### src/rtl/isr_pkg.sv
// Package for the I2C slave register control block: offsets, fields, types
package isr_pkg;
    // ************************************************************
    // Register offsets (16-bit special function addresses)
    // ************************************************************
    localparam logic [15:0] ADDR_RX_BYTE = 16'hf2a8;
    localparam logic [15:0] ADDR_OWN_ADDRESS = 16'hf2a9;
    localparam logic [15:0] ADDR_TX_BYTE = 16'hf2aa;
    localparam logic [15:0] ADDR_SLAVE_CONTROL = 16'hf2ab;
    localparam logic [15:0] ADDR_SLAVE_MODE = 16'hf2ac;
    localparam logic [15:0] ADDR_SLAVE_STATUS = 16'hf2ad;

    // ************************************************************
    // Field positions
    // ************************************************************
    localparam int CTL_WAIT_RELEASE_BIT = 5;
    localparam int CTL_ACK_OUT_BIT = 7;
    localparam int MODE_ENABLE_BIT = 0;
    localparam int MODE_STOP_IE_BIT = 5;
    localparam int MODE_START_IE_BIT = 6;

    // ************************************************************
    // Reset values and bit-count slots
    // ************************************************************
    localparam logic [7:0] RESET_BYTE = 8'h00;
    localparam logic [3:0] RESET_BITCNT = 4'h0;
    localparam logic [3:0] ACK_SLOT = 4'h8;
    localparam logic [3:0] LAST_DATA_SLOT = 4'h7;

    // ************************************************************
    // Types
    // ************************************************************
    typedef enum logic [2:0] {
        ST_IDLE,
        ST_ADDR,
        ST_TX,
        ST_RX,
        ST_WAIT,
        ST_IGNORE
    } isr_state_t;

    typedef struct packed {
        logic direction;
        logic address_match;
        logic tx_error;
        logic ack_received;
        logic bus_busy;
    } isr_status_t;

    typedef struct packed {
        logic ack_out_value;
        logic start_irq_enable;
        logic stop_irq_enable;
        logic interface_enable;
    } isr_ctrl_t;
endpackage : isr_pkg

### src/rtl/isr_slave.sv
// I2C slave with register control, status flags and clock stretching
//
// Function
// - Eight-bit read/write transmit byte register shifted out on SDA when transmitting.
// - Writing one to wait release lets SCL go while the slave holds it low.
// - Wait release is write-only; zero does nothing, reads always return zero.
// - Acknowledge after each received data byte is the acknowledge value bit.
// - Enable bit one runs the slave; zero stops all bus activity; resets zero.
// - Enable zero holds every register but the mode interrupt enables, and every status flag, at its initial value.
// - Stop interrupt enable lets a detected stop raise the bus interrupt.
// - Start interrupt enable lets a detected start raise the bus interrupt.
// - Bus busy sets on start, clears on stop.
// - Acknowledge received flag captures SDA at every acknowledge slot, except in a transfer to a foreign address.
// - Transmit error sets when a sent bit differs from sampled SDA.
// - After a transmit error SDA is not driven for the rest of that byte, up to its acknowledge slot.
// - A write to the control register clears the transmit error flag; a new error detected in that cycle wins.
// - Address match sets when received address equals own address.
// - Direction sets on direction bit one; clears on start, stop or zero.
// - Status is read-only, bits 7 to 5 read zero, resets to zero.
// - Own address register holds the seven-bit address in bits 7 to 1.
// - Receive byte captures SDA on SCL rise in both directions, per byte.
// - After an acknowledge, SCL fall enters wait holding SCL low, interrupt raised.
//
// The strobed register port is this design's own decision.
`timescale 1ns/1ps
module isr_slave (
    input wire logic ref_clk, // 250 MHz system clock
    input wire logic rst_n, // Asynchronous reset, active low
    input wire logic [15:0] reg_addr, // Register address
    input wire logic [7:0] reg_wdata, // Write data
    input wire logic reg_wr, // Write strobe
    input wire logic reg_rd, // Read strobe
    output logic [7:0] reg_rdata, // Read data, cycle after strobe
    input wire logic scl_i, // SCL pin level
    output logic scl_o, // SCL drive value (always low)
    output logic scl_oe, // SCL pull-low enable
    input wire logic sda_i, // SDA pin level
    output logic sda_o, // SDA drive value (always low)
    output logic sda_oe, // SDA pull-low enable
    output logic bus_irq // Bus interrupt, one-cycle pulse
);
    // ************************************************************
    // Pin synchronisers and edge detection
    // ************************************************************
    logic [1:0] scl_sync_r;
    logic [1:0] sda_sync_r;
    logic scl_d_r;
    logic sda_d_r;

    always_ff @(posedge ref_clk or negedge rst_n) begin
        if (!rst_n) begin
            scl_sync_r <= 2'h3;
            sda_sync_r <= 2'h3;
            scl_d_r <= 1'b1;
            sda_d_r <= 1'b1;
        end else begin
            scl_sync_r <= {scl_sync_r[0], scl_i};
            sda_sync_r <= {sda_sync_r[0], sda_i};
            scl_d_r <= scl_sync_r[1];
            sda_d_r <= sda_sync_r[1];
        end
    end

    wire scl_s = scl_sync_r[1];
    wire sda_s = sda_sync_r[1];
    wire scl_rise = scl_s && !scl_d_r;
    wire scl_fall = !scl_s && scl_d_r;
    wire start_det = scl_s && scl_d_r && !sda_s && sda_d_r;
    wire stop_det = scl_s && scl_d_r && sda_s && !sda_d_r;

    // ************************************************************
    // Registers
    // ************************************************************
    isr_pkg::isr_ctrl_t ctrl_r;
    isr_pkg::isr_status_t stat_r;
    isr_pkg::isr_status_t stat_nxt;
    isr_pkg::isr_state_t state_r;
    isr_pkg::isr_state_t state_nxt;
    isr_pkg::isr_state_t resume_r;
    isr_pkg::isr_state_t resume_nxt;
    logic [7:0] tx_byte_r;
    logic [7:1] own_addr_r;
    logic [7:0] rx_byte_r;
    logic [7:0] rx_byte_nxt;
    logic [7:0] shift_r;
    logic [7:0] shift_nxt;
    logic [7:0] txsh_r;
    logic [7:0] txsh_nxt;
    logic [3:0] bitcnt_r;
    logic [3:0] bitcnt_nxt;
    logic mute_r;
    logic mute_nxt;
    logic sda_oe_nxt;
    logic scl_oe_nxt;
    logic irq_nxt;

    wire en = ctrl_r.interface_enable;
    wire wr_tx = reg_wr && (reg_addr == isr_pkg::ADDR_TX_BYTE);
    wire wr_ctl = reg_wr && (reg_addr == isr_pkg::ADDR_SLAVE_CONTROL);
    wire wr_mode = reg_wr && (reg_addr == isr_pkg::ADDR_SLAVE_MODE);
    wire wr_own = reg_wr && (reg_addr == isr_pkg::ADDR_OWN_ADDRESS);
    wire release_req = wr_ctl && reg_wdata[isr_pkg::CTL_WAIT_RELEASE_BIT];

    // Enable bit lives in mode; clearing it resets everything else but the interrupt enables
    always_ff @(posedge ref_clk or negedge rst_n) begin
        if (!rst_n) begin
            ctrl_r <= '0;
        end else if (wr_mode) begin
            ctrl_r.interface_enable <= reg_wdata[isr_pkg::MODE_ENABLE_BIT];
            ctrl_r.stop_irq_enable <= reg_wdata[isr_pkg::MODE_STOP_IE_BIT];
            ctrl_r.start_irq_enable <= reg_wdata[isr_pkg::MODE_START_IE_BIT];
            if (!reg_wdata[isr_pkg::MODE_ENABLE_BIT]) begin
                ctrl_r.ack_out_value <= 1'b0;
            end
        end else if (wr_ctl && en) begin
            ctrl_r.ack_out_value <= reg_wdata[isr_pkg::CTL_ACK_OUT_BIT];
        end
    end

    always_ff @(posedge ref_clk or negedge rst_n) begin
        if (!rst_n) begin
            tx_byte_r <= isr_pkg::RESET_BYTE;
            own_addr_r <= 7'h00;
        end else if (!en) begin
            tx_byte_r <= isr_pkg::RESET_BYTE;
            own_addr_r <= 7'h00;
        end else begin
            if (wr_tx) begin
                tx_byte_r <= reg_wdata;
            end
            if (wr_own) begin
                own_addr_r <= reg_wdata[7:1];
            end
        end
    end

    // ************************************************************
    // Bus engine
    // ************************************************************
    always_comb begin
        state_nxt = state_r;
        resume_nxt = resume_r;
        stat_nxt = stat_r;
        rx_byte_nxt = rx_byte_r;
        shift_nxt = shift_r;
        txsh_nxt = txsh_r;
        bitcnt_nxt = bitcnt_r;
        mute_nxt = mute_r;
        sda_oe_nxt = sda_oe;
        scl_oe_nxt = scl_oe;
        irq_nxt = 1'b0;
        if (wr_ctl) begin
            stat_nxt.tx_error = 1'b0;
        end
        if (start_det) begin
            stat_nxt.bus_busy = 1'b1;
            stat_nxt.direction = 1'b0;
            stat_nxt.address_match = 1'b0;
            irq_nxt = ctrl_r.start_irq_enable;
            state_nxt = isr_pkg::ST_ADDR;
            // The SCL fall that closes the start wraps the count to zero
            bitcnt_nxt = isr_pkg::RESET_BITCNT - 4'h1;
            sda_oe_nxt = 1'b0;
            scl_oe_nxt = 1'b0;
            mute_nxt = 1'b0;
        end else if (stop_det) begin
            stat_nxt.bus_busy = 1'b0;
            stat_nxt.direction = 1'b0;
            irq_nxt = ctrl_r.stop_irq_enable;
            state_nxt = isr_pkg::ST_IDLE;
            sda_oe_nxt = 1'b0;
            scl_oe_nxt = 1'b0;
        end else begin
            case (state_r)
                isr_pkg::ST_ADDR, isr_pkg::ST_TX, isr_pkg::ST_RX: begin
                    if (scl_rise) begin
                        if (bitcnt_r == isr_pkg::ACK_SLOT) begin
                            stat_nxt.ack_received = sda_s;
                        end else begin
                            shift_nxt = {shift_r[6:0], sda_s};
                            // Compare own drive against the wire
                            if (state_r == isr_pkg::ST_TX && !mute_r && txsh_r[7] != sda_s) begin
                                stat_nxt.tx_error = 1'b1;
                                mute_nxt = 1'b1;
                            end
                        end
                    end
                    if (scl_fall) begin
                        bitcnt_nxt = bitcnt_r + 4'h1;
                        sda_oe_nxt = 1'b0;
                        if (bitcnt_r == isr_pkg::LAST_DATA_SLOT) begin
                            if (state_r == isr_pkg::ST_ADDR) begin
                                if (shift_r[7:1] == own_addr_r) begin
                                    stat_nxt.address_match = 1'b1;
                                    stat_nxt.direction = shift_r[0];
                                    sda_oe_nxt = 1'b1;
                                end else begin
                                    state_nxt = isr_pkg::ST_IGNORE;
                                end
                            end else begin
                                rx_byte_nxt = shift_r;
                                if (state_r == isr_pkg::ST_RX) begin
                                    sda_oe_nxt = !ctrl_r.ack_out_value;
                                end
                            end
                        end else if (bitcnt_r == isr_pkg::ACK_SLOT) begin
                            // Wait state: hold SCL low
                            scl_oe_nxt = 1'b1;
                            irq_nxt = 1'b1;
                            mute_nxt = 1'b0;
                            resume_nxt = (state_r == isr_pkg::ST_ADDR) ?
                                (stat_r.direction ? isr_pkg::ST_TX : isr_pkg::ST_RX) : state_r;
                            state_nxt = isr_pkg::ST_WAIT;
                        end else if (state_r == isr_pkg::ST_TX) begin
                            txsh_nxt = {txsh_r[6:0], 1'b0};
                            sda_oe_nxt = !mute_nxt && !txsh_nxt[7];
                        end
                    end
                end
                isr_pkg::ST_WAIT: begin
                    if (release_req) begin
                        scl_oe_nxt = 1'b0;
                        state_nxt = resume_r;
                        bitcnt_nxt = isr_pkg::RESET_BITCNT;
                        txsh_nxt = tx_byte_r;
                        // SCL is still low here, so SDA may change
                        sda_oe_nxt = (resume_r == isr_pkg::ST_TX) && !tx_byte_r[7];
                    end
                end
                isr_pkg::ST_IDLE, isr_pkg::ST_IGNORE: begin
                end
                default: begin
                    state_nxt = isr_pkg::ST_IDLE;
                end
            endcase
        end
    end

    always_ff @(posedge ref_clk or negedge rst_n) begin
        if (!rst_n) begin
            state_r <= isr_pkg::ST_IDLE;
            resume_r <= isr_pkg::ST_IDLE;
            stat_r <= '0;
            rx_byte_r <= isr_pkg::RESET_BYTE;
            shift_r <= isr_pkg::RESET_BYTE;
            txsh_r <= isr_pkg::RESET_BYTE;
            bitcnt_r <= isr_pkg::RESET_BITCNT;
            mute_r <= 1'b0;
            sda_oe <= 1'b0;
            scl_oe <= 1'b0;
            bus_irq <= 1'b0;
        end else if (!en) begin
            // Soft reset while disabled
            state_r <= isr_pkg::ST_IDLE;
            resume_r <= isr_pkg::ST_IDLE;
            stat_r <= '0;
            rx_byte_r <= isr_pkg::RESET_BYTE;
            shift_r <= isr_pkg::RESET_BYTE;
            txsh_r <= isr_pkg::RESET_BYTE;
            bitcnt_r <= isr_pkg::RESET_BITCNT;
            mute_r <= 1'b0;
            sda_oe <= 1'b0;
            scl_oe <= 1'b0;
            bus_irq <= 1'b0;
        end else begin
            state_r <= state_nxt;
            resume_r <= resume_nxt;
            stat_r <= stat_nxt;
            rx_byte_r <= rx_byte_nxt;
            shift_r <= shift_nxt;
            txsh_r <= txsh_nxt;
            bitcnt_r <= bitcnt_nxt;
            mute_r <= mute_nxt;
            sda_oe <= sda_oe_nxt;
            scl_oe <= scl_oe_nxt;
            bus_irq <= irq_nxt;
        end
    end

    assign sda_o = 1'b0;
    assign scl_o = 1'b0;

    // ************************************************************
    // Read path
    // ************************************************************
    wire [7:0] status_view = {3'h0, stat_r};
    wire [7:0] ctl_view = {ctrl_r.ack_out_value, 7'h00};
    wire [7:0] mode_view = {1'b0, ctrl_r.start_irq_enable, ctrl_r.stop_irq_enable,
                            4'h0, ctrl_r.interface_enable};
    wire [7:0] rd_mux = (reg_addr == isr_pkg::ADDR_RX_BYTE) ? rx_byte_r :
                        (reg_addr == isr_pkg::ADDR_OWN_ADDRESS) ? {own_addr_r, 1'b0} :
                        (reg_addr == isr_pkg::ADDR_TX_BYTE) ? tx_byte_r :
                        (reg_addr == isr_pkg::ADDR_SLAVE_CONTROL) ? ctl_view :
                        (reg_addr == isr_pkg::ADDR_SLAVE_MODE) ? mode_view :
                        (reg_addr == isr_pkg::ADDR_SLAVE_STATUS) ? status_view : 8'h00;

    always_ff @(posedge ref_clk or negedge rst_n) begin
        if (!rst_n) begin
            reg_rdata <= 8'h00;
        end else begin
            reg_rdata <= reg_rd ? rd_mux : 8'h00;
        end
    end

    // ************************************************************
    // Checks
    // ************************************************************
    chk_status_upper_zero: assert property (@(posedge ref_clk) disable iff (!rst_n)
        reg_rd && reg_addr == isr_pkg::ADDR_SLAVE_STATUS |=> reg_rdata[7:5] == 3'h0)
        else $error("status upper bits not zero");
    chk_wait_reads_zero: assert property (@(posedge ref_clk) disable iff (!rst_n)
        reg_rd && reg_addr == isr_pkg::ADDR_SLAVE_CONTROL |=> !reg_rdata[5])
        else $error("wait release read nonzero");
    chk_disable_clears: assert property (@(posedge ref_clk) disable iff (!rst_n)
        !en |=> stat_r == '0 && !scl_oe && !sda_oe)
        else $error("state not cleared while disabled");
    chk_ctl_clears_err: assert property (@(posedge ref_clk) disable iff (!rst_n)
        en && wr_ctl && !(state_r == isr_pkg::ST_TX && scl_rise) |=> !stat_r.tx_error)
        else $error("control write left error set");
    chk_start_busy: assert property (@(posedge ref_clk) disable iff (!rst_n)
        en && start_det |=> stat_r.bus_busy && !stat_r.direction)
        else $error("start did not set busy");
    chk_stop_free: assert property (@(posedge ref_clk) disable iff (!rst_n)
        en && stop_det |=> !stat_r.bus_busy)
        else $error("stop did not clear busy");
    chk_start_irq_gate: assert property (@(posedge ref_clk) disable iff (!rst_n)
        en && start_det |=> bus_irq == $past(ctrl_r.start_irq_enable))
        else $error("start irq gating wrong");
    chk_stop_irq_gate: assert property (@(posedge ref_clk) disable iff (!rst_n)
        en && stop_det |=> bus_irq == $past(ctrl_r.stop_irq_enable))
        else $error("stop irq gating wrong");
    chk_release_scl: assert property (@(posedge ref_clk) disable iff (!rst_n)
        en && state_r == isr_pkg::ST_WAIT && release_req && !start_det && !stop_det
        |=> !scl_oe)
        else $error("release did not free SCL");
    chk_err_mutes: assert property (@(posedge ref_clk) disable iff (!rst_n)
        en && mute_r && state_r == isr_pkg::ST_TX |-> !sda_oe)
        else $error("SDA driven after error");
    chk_sda_scl_low: assert property (@(posedge ref_clk) disable iff (!rst_n)
        en && $rose(sda_oe) |-> !scl_d_r || scl_oe)
        else $error("SDA changed while SCL high");
endmodule : isr_slave

### config.mk
export PLATFORM = sky130hd
export DESIGN_NAME = isr_slave
export DESIGN_NICKNAME = d
export VERILOG_FILES = /design/src/rtl/isr_pkg.sv /design/src/rtl/isr_slave.sv
export SDC_FILE = /design/constraint.sdc
export NUM_CORES = 1
export LEC_CHECK = 0
export BUFFER_PORTS_ARGS = -buffer_cell sky130_fd_sc_hd__buf_2
export CAP_MARGIN = 20
export CELL_PAD_IN_SITES_DETAIL_PLACEMENT = 1
export CELL_PAD_IN_SITES_GLOBAL_PLACEMENT = 2
export CORE_MARGIN = 2
export CORE_UTILIZATION = 40
export DETAILED_ROUTE_END_ITERATION = 12
export PLACE_DENSITY_LB_ADDON = 0.1
export SLEW_MARGIN = 20
export SYNTH_ARGS = -nofsm -noshare
export SYNTH_HDL_FRONTEND = slang
export SYNTH_SLANG_ARGS = --single-unit
### constraint.sdc
create_clock -name ref_clk -period 5.3 [get_ports ref_clk]
set_clock_uncertainty 0.1 [all_clocks]
set_input_delay 0.53 -clock ref_clk [delete_from_list [all_inputs] [get_ports ref_clk]]
set_output_delay 0.53 -clock ref_clk [all_outputs]
set_load 0.1 [all_outputs]
* After elaboration in Yosys (flattened, before gate mapping) *
Cells that the tools add are included.

word-level totals
  register bits = 76
  bits of input ports = 30
  output and inout bits = 13

cells by class
  add/subtract/negate cells = 1
  eq/ne operators = 59
  mux-type cells = 118
  reduce and logical (&&, ||, !) cells = 43

operators by type and width
  operator                number
  $mux W8                 28
  $eq A16 B16 Y1 const B  6
  $mux W3                 18
  $mux W1                 49
  $mux W4                 6
  $ne A3 B3 Y1 const B    8
  $reduce_and A6 Y1       4
  $mux W7                 3
  $ne A5 B5 Y1 const B    4
  $reduce_and A5 Y1       4
  $ne A6 B6 Y1 const B    3
  $logic_and A1 B1 Y1     17
  $ne A2 B2 Y1 const B    8
  $ne A4 B3 Y1 const B    4
  $ne A4 B4 Y1 const B    4
  $pmux W8 S2             1
  $mux W2                 7
  $ne A3 B2 Y1 const B    4
  $mux W5                 2
  $ne A2 B1 Y1 const B    5
  $eq A3 B2 Y1 const B    3
  $logic_not A1 Y1        9
  $pmux W3 S3             1
  $pmux W4 S2             1
  19 further kinds        22

* Depth between registers and ports, before layout *
Gate-level depths: netlist of run 1.

  depth after elaboration = 19
  gate-level depth with buffers = 8
  gate-level depth less buffers = 7

* Worst setup path after synthesis of run 1 *
OpenSTA, ideal clock, no wires.

  path type = input port to flip-flop
  start = input port reg_addr[2]
  end = register txsh_r[0]
  arrival time = 2.187 ns
  data required time = 5.078 ns
  slack = 2.891 ns
  stages = 6
  buffers on the path = 1
  cell sequence = or4b_4 nor4_4 nand3_2 a221o_1 buf_6 a32o_1

between the ends
  cells in the longest elaborated chain, start to end = 5

ends and longest elaborated chain
  what                         RTL line          RTL
  start: declaration           isr_slave.sv:29   input wire logic [15:0] reg_addr,
  $eq A16 B16 Y1               isr_slave.sv:99   wire wr_ctl = reg_wr && (reg_addr == isr_pkg::ADDR_SLAVE_CONTROL);
  $logic_and A1 B1 Y1          isr_slave.sv:99
  $logic_and A1 B1 Y1          isr_slave.sv:102  wire release_req = wr_ctl && reg_wdata[isr_pkg::CTL_WAIT_RELEASE_BIT];
  $ne A3 B3 Y1 (no line)       --
  $reduce_and A8 Y1 (no line)  --
  end signal: assignment       isr_slave.sv:246  txsh_r <= isr_pkg::RESET_BYTE;
  end signal: assignment       isr_slave.sv:259  txsh_r <= isr_pkg::RESET_BYTE;
  end signal: assignment       isr_slave.sv:271  txsh_r <= txsh_nxt;
  end: declaration             isr_slave.sv:87   logic [7:0] txsh_r;

Every way passes these cells.
A chain may end at the register's enable or synchronous reset.

* Final worst setup path of run 1 *
  start = register bitcnt_r[0]
  end = register txsh_r[0]

between the ends
  cells in the longest elaborated chain, start to end = 3
  elaborated cells between the ends (all ways) = 5
  those cells by class = 4 x eq/ne; 1 x reduce/logical

ends and longest elaborated chain
  what                                          RTL line                            RTL
  start: declaration                            isr_slave.sv:89                     logic [3:0] bitcnt_r;
  start signal: assignment                      isr_slave.sv:247                    bitcnt_r <= isr_pkg::RESET_BITCNT;
  start signal: assignment                      isr_slave.sv:260                    bitcnt_r <= isr_pkg::RESET_BITCNT;
  start signal: assignment                      isr_slave.sv:272                    bitcnt_r <= bitcnt_nxt;
  $eq A4 B3 Y1 or $eq A4 B4 Y1 (tied branches)  isr_slave.sv:191, isr_slave.sv:206
  $ne A3 B3 Y1 (no line)                        --
  $reduce_and A8 Y1 (no line) (*)               --

Every way passes the cells marked *; elsewhere a longest branch is shown, timed or not.

==> results of run 1 <==
==> sequential cells by signal, indices dropped and copies added (netlist names), 4 cells and up <==
name and count:
own_addr_r 7, tx_byte_r 8, shift_r 8, rx_byte_r 8, bitcnt_r 4, txsh_r 8, stat_r 5, reg_rdata 8
==> path summary, 6_finish.rpt <==
check / depth (start not counted) / from / slack, ns / endpoint
min reg2reg: 0 / sda_sync_r[0] / 0.26 / sda_sync_r[1]
max: 7 / bitcnt_r[0] / 2.75 / txsh_r[0]
max in group asynchronous: 1 / rst_n / 4.23 / state_r[0]
max reg2reg: 7 / bitcnt_r[0] / 2.75 / txsh_r[0]
min in group asynchronous: 1 / rst_n / 0.18 / reg_rdata[6]
min: 1 / sda_i / 0.17 / sda_sync_r[0]
==> per-layer routing <==
layer / GRT usage (%) / up-vias / part of all wire [%]
met5: 0 / - / 0
met4: 6.57 / 0 / 1.5
met3: 4.43 / 14 / 4.0
met2: 34.5 / 77 / 46
met1: 31.3 / 1666 / 48
li1: - / 1500 / -
==> cells by family after synthesis <==
logic type / synth area share (%)
and+or+nand+nor: 19.5
xor gates and xnor gates: 1.95
other: 0.0926
buffers and inverters: 3.80
adders and majority gates: 0.618
DFF: 47.1
AOI/OAI and AO/OA: 11.9
muxes: 15.0
==> power by group <==
| group | internal [mW] | switching, mW |
|---|---|---|
| sequential | 0.584 | 0.00491 |
| clock | 0.268 | 0.228 |
| combinational | 0.0160 | 0.0399 |
| total | 0.868 | 0.273 |
==> per-stage QoR <==
step | power [mW] | instances | instance area, sq um | util [%] | worst slack (ns)
5_1_grt | 1.19 | 572 | 4560 | 46.5 | 2.68
3_5_place_dp | 0.656 | 556 | 4350 | 44.3 | 2.43
2_1_floorplan | 0.625 | 402 | 4050 | - | 2.89
6_report | 1.14 | 572 | 4560 | 46.5 | 2.75
4_1_cts | 1.15 | 572 | 4560 | 46.5 | 2.80
3_3_place_gp | 0.656 | 556 | 4350 | 44.3 | 2.52
==> cell type report <==
class	count	share of cell area, %
clock buffers	11	2.88
clock inverters	5	1.86
inverters	15	1.23
multi-input cells	289	43.6
flip-flops and latches	76	41.8
well taps	133	3.65
repair buffers	43	4.93
==> synthesized netlist by cell type, types with 3 or more instances <==
library cell  count  area (sq um)
mux2i_1          45           450
a31oi_1           3          18.8
a21oi_1          15          75.1
nand2b_1          7          43.8
xnor2_1           9          78.8
a32oi_1           4          35.0
o211ai_1          3          22.5
nor3_1            7          35.0
and3_1            4          25.0
nand2_1          32           120
clkbuf_1         16          60.1
dfstp_2           6           158
or3_1             3          18.8
nand3_1          16          80.1
dfrtp_1          70          1750
buf_1             3          11.3
nor4_1            3          18.8
o311ai_0          3          26.3
o31ai_1           4          30.0
nand3b_1          3          22.5
o21ai_0          10          50.1
nor2_1           48           180
inv_1            15          56.3
a21o_1            3          22.5
nor2b_1           5          31.3
mux2_2           12           135
nand4b_1          3          26.3
a211oi_1          6          45.0
==> key figures, run 1 <==
Run status
  – Status: completed

Floorplan
  – Row count: 36
  – Die area: 10900 sq um
  – Die height: 105 um
  – CORE AREA: 9820 sq um
  – Initial core utilization: approximately two fifths
  – Die X: ~100 um
  – # IOs: 43

Final layout
  – Commonest non-fill, non-tap cell in the layout: dfrtp_1
  – # fillers: 1167
  – Layout cell share with drive strength beyond 1: between 20 and 25%
  – Storage element area: 1910 sq um
  – Nets: 466
  – ANT cells: 0
  – Synthesis-to-layout area growth: 12.7%
  – Multi-input combinational cell area: about 2000 sq um
  – Commonest non-fill, non-tap cells in the layout: dfrtp_1, nor2_1, mux2i_1, buf_2, nand2_1

STA
  – Slew HR: around 35%
  – Final Hold Fails: 0
  – Highest clock rate: roughly 0.39 GHz
  – Final Max Slew Viols: 0
  – Hold slack: 0.172 ns
  – Period utilization: between 40% and 50%
  – Setup violations, final: 0
  – TNS Setup: 0 ns
  – Minimum clock period: 2.55 ns
  – Unrepaired setup endpoints after global routing: false
  – Least-Margin Pin Slew: 0.982 ns

Synth
  – Post-synth EDFFs: 0
  – Syn Std Cell Area: 4050 sq um
  – Yosys warns: 0
  – FFs w/ async S/R, synth: between 90% and 100%
  – Average cell area after synthesis: slightly above 10 sq um
  – Synth Register Bits: 76
  – Synth cell types: 61
  – Primary FF master, synth: dfrtp_1
  – Sequential fraction of the synthesis area: between 40 and 50%
  – Cell count after synthesis: 401

Route
  – # DRC: 0
  – Post-DR wirelength/cell: 20.0 um
  – Via count: approximately 3300
  – Total wire length: around 11000 um
  – Pre-antenna DRT Iters: 4
  – Post-DR vias/cell: ~5.7
  – Final antenna-violating net count: 0
  – Initial drt markers: 125

Clocking
  – Worst-Skew Late Latency: 0.36 ns
  – Cts bufs inserted: 9
  – CTS clk-pin slew, worst paths: 0.08 ns
  – CTS tree: done
  – Max H-tree Level: 3
  – Cell chosen for the clock root: clkbuf_8
  – Max Root-Sink Buffers: 2
  – Post-CTS Setup Bufs: 0
  – Clock sinks: 76
  – Cts hold-fix bufs: 0
  – Post-CTS sizing: 0

Global routing
  – Global-route wire length before repair: about 19000 um
  – GRT Overall Usage: 22.1%
  – Antenna violations before repair: 0
  – Largest net degree at the start of global routing: 77
  – Total global routing overflow: 0
  – Vias in the first global route: 3435

Critical path
  – Max FO, Critical Path: 8
  – Buf/Inv on CP: 1
  – Crit path capture type: register
  – Critical path launch point type: register
  – Worst EP required: between 5 and 6 ns
  – Slowest cell on the critical path: a221o_1
  – Slowest Stage Delay on Critical Path: 0.58 ns
  – Critical path class: reg -> reg
  – Worst path top cell family by delay: compound AO/OA/AOI/OAI gates
  – Signal arrival time at the worst endpoint: 2.70 ns
  – Crit-path cells: inv_1 > ha_1 > and3b_1 > nor3_1 > nand2_1 > a221o_1 > a32o_1

Power and ir drop
  – Peak supply drop: 111 uV
  – Power per standard cell area: approximately 250 nW/um^2
  – Leakage: 2.06 nW

Placed design
  – Dpl hpwl: 8300 um
  – Final GP Congestion: roughly 0.86
  – Port Buffers: 40

Run
  – Max cap viols: 0

Min path
  – Worst Hold Class: in -> reg
Note: power is estimated with default switching activity, not from simulation.
==> run 2, diff against run 1 <==
- CORE_UTILIZATION: 40 -> 38
- clock period: 5.3 -> 2.6 ns (I/O delays scaled with it)
==> run 2 against run 1 <==
Design area up 3.4%. Via count up 0.15%. Hold slack got worse by 0.12 ns. Utilization shrank 0.77 points. Fmax grew 8.2%. Critical path depth grew 1. Sequential power grew 100%. Global-route usage is 0.35 points lower. Setup slack worse by 2.5 ns. Power grew 110%. First-iteration DRC count fell by 5.6%. Cell count grew 2.8%. Highest routed layer unchanged.
==> key figures, run 2 (synthesis results as in run 1) <==
Run status
  – Status: completed (unchanged)

Final layout
  – Final Cell Area: 4720 sq um (was 4560 sq um)
  – Commonest non-fill, non-tap cells in the layout: dfrtp_1, nor2_1, mux2i_1, buf_2, nand2_1 (unchanged)
  – Synthesis-to-layout area growth: 16.5% (was 12.7%)
  – Commonest non-fill, non-tap cell in the layout: dfrtp_1 (unchanged)
  – Layout cell share with drive strength beyond 1: 21.9% (was 20.0%)
  – Nets: 479 (was 466)
  – # fillers: 1180 (was 1167)
  – Util after Layout: 45.7% (was 46.5%)
  – ANT cells: 0 (unchanged)

Critical path
  – Crit-path cells: inv_1 > ha_1 > and3b_1 > nor3_1 > nand2_1 > a221o_1 > buf_4 > mux2i_1 (was inv_1 > ha_1 > and3b_1 > nor3_1 > nand2_1 > a221o_1 > a32o_1)
  – Reg2reg setup slack: 0.24 ns (was 2.75 ns)
  – Max FO, Critical Path: 7 (was 8)
  – Critical path launch point type: register (unchanged)
  – Signal arrival time at the worst endpoint: 2.50 ns (was 2.70 ns)
  – Slowest cell on the critical path: dfrtp_1 (was a221o_1)
  – Slowest Stage Delay on Critical Path: 0.41 ns (was 0.58 ns)
  – Critical path class: reg -> reg (unchanged)
  – Worst EP required: 2.74 ns (was 5.44 ns)
  – Start point of the critical path: bitcnt_r[0] (unchanged)
  – FF-to-FF Start: bitcnt_r[0] (unchanged)
  – Crit path capture type: register (unchanged)

Placed design
  – Dpl hpwl: 8690 um (was 8300 um)
  – Port Buffers: 40 (unchanged)
  – Placed cell area: 4440 sq um (was 4350 sq um)
  – Final GP Congestion: 0.822 (was 0.856)

Floorplan
  – Initial core utilization: 39.2% (was 41.2%)
  – CORE AREA: 10300 sq um (was 9820 sq um)
  – Die height: 107 um (was 105 um)
  – # IOs: 43 (unchanged)
  – Die X: 107 um (was 105 um)
  – Die area: 11500 sq um (was 10900 sq um)
  – Row count: 37 (was 36)

Power and ir drop
  – Net switching power: 0.531 mW (was 0.273 mW)
  – Clock share of power: 46.0% (was 43.5%)
  – Sequential power share: 49.0% (was 51.6%)
  – Leakage: 2.15 nW (was 2.06 nW)
  – Internal: 1.92 mW (was 0.868 mW)
  – Combinational Power Share: 5.0% (was 4.9%)
  – Switch share: 21.7% (was 23.9%)
  – Power per standard cell area: 519 nW/um^2 (was 250 nW/um^2)
  – Peak supply drop: 269 uV (was 111 uV)

Route
  – Routed met3 length: 590 um (was 463 um)
  – # DRC: 0 (unchanged)
  – Via count: 3262 (was 3257)
  – Pre-antenna DRT Iters: 4 (unchanged)
  – Post-DR wirelength/cell: 20.1 um (was 20.0 um)
  – Top layer in use: met4 (unchanged)
  – Met2 wire length: 5180 um (was 5290 um)
  – Initial drt markers: 118 (was 125)
  – Total wire length: 11800 um (was 11400 um)
  – Wl on met1: 5750 um (was 5510 um)
  – Post-DR vias/cell: 5.55 (was 5.69)
  – Final antenna-violating net count: 0 (unchanged)

STA
  – Unrepaired setup endpoints after global routing: false (unchanged)
  – Period utilization: 90.7% (was 48.2%)
  – Highest clock rate: 0.424 GHz (was 0.392 GHz)
  – Final Hold Fails: 0 (unchanged)
  – Final Max Slew Viols: 0 (unchanged)
  – Setup violations, final: 0 (unchanged)
  – Minimum clock period: 2.36 ns (was 2.55 ns)
  – TNS Setup: 0 ns (unchanged)
  – Least-Margin Pin Slew: 0.736 ns (was 0.982 ns)
  – Slew HR: 50.7% (was 34.5%)

Clocking
  – Cts hold-fix bufs: 3 (was 0)
  – Cts bufs inserted: 9 (unchanged)
  – CTS clk-pin slew, worst paths: 0.08 ns (about the same)
  – Worst-Skew Late Latency: 0.36 ns (about the same)
  – Post-CTS sizing: 0 (unchanged)
  – Max H-tree Level: 3 (unchanged)
  – Max Root-Sink Buffers: 2 (unchanged)
  – Cell chosen for the clock root: clkbuf_8 (unchanged)
  – Post-CTS Setup Bufs: 0 (unchanged)
  – CTS tree: done (unchanged)
  – Clock sinks: 76 (unchanged)

Min path
  – Min-Delay Startpoint: reg_rd (was sda_i)
  – Worst Hold Class: in -> reg (unchanged)

Run
  – Max cap viols: 0 (unchanged)

Global routing
  – Antenna violations before repair: 0 (unchanged)
  – Vias in the first global route: 3288 (was 3435)
  – Total global routing overflow: 0 (unchanged)
  – GRT Overall Usage: 21.8% (was 22.1%)
  – Global-route wire length before repair: 18500 um (was 18800 um)
  – Largest net degree at the start of global routing: 44 (was 77)
==> run 2: changes by cell type in the layout (fill, tap and decap cells not counted) <==
cell / change
buf_12: +1
buf_4: +9
bufinv_16: +1
clkbuf_1: -1
clkbuf_8: +2
clkinv_2: +1
clkinv_4: -1
clkinvlp_4: -1
dlygate4sd3_1: +3
inv_6: -1
==> run 2: final timing paths <==
check / endpoint / cells past startpoint
min in group asynchronous: reg_rdata[6] / 2
setup reg to reg: txsh_r[3] / 8
setup / recovery: txsh_r[3] / 8
max in group asynchronous: sda_sync_r[1] / 3
hold / removal: reg_rdata[7] / 2
hold reg to reg: scl_sync_r[1] / 0
==> run 2: layout make-up <==
class	count	area, sq um	share of cell area (%)
clock inverter	4	95.1	2.01
sequential	76	1910	40.5
multi-input combinational	289	1990	42.2
tap	136	170	3.61
timing repair buffer	56	343	7.26
inverter	15	56.3	1.19
clock buffer	12	155	3.29
==> run 2: power by group through the flow <==
stage	clock, mW	combinational [mW]	sequential (mW)
2_1_floorplan	0	0.0586	1.22
3_3_place_gp	0	0.120	1.22
3_5_place_dp	0	0.121	1.22
4_1_cts	1.17	0.125	1.20
5_1_grt	1.22	0.136	1.20
6_report	1.13	0.123	1.20
==> run 2: per-layer routing <==
metal / global-route usage [%] / vias up
met4: 7.88 / 0
met5: 0 / -
li1: - / 1525
met3: 5.47 / 18
met1: 30.9 / 1639
met2: 32.1 / 80
==> run 2: worst max-delay path, delay by kind of cell, from the launching register on <==
kind | cells | cell delay [ns]
buf+inv | 2 | 0.28
fa+ha+maj | 1 | 0.22
simple gates | 3 | 0.69
mux | 1 | 0.13
flops | 1 | 0.41
compound gates | 1 | 0.41
==> run 2: per-stage QoR <==
step	power [mW]	std cells	setup WS [ns]	hold WS, ns
after floorplan	1.27	402	0.461	-0.136
after global placement	1.34	569	0.128	0.196
after detailed placement	1.34	569	0.110	0.209
after CTS	2.49	588	0.232	0.0418
after global routing	2.56	588	0.0508	0.0527
final	2.45	588	0.241	0.0541
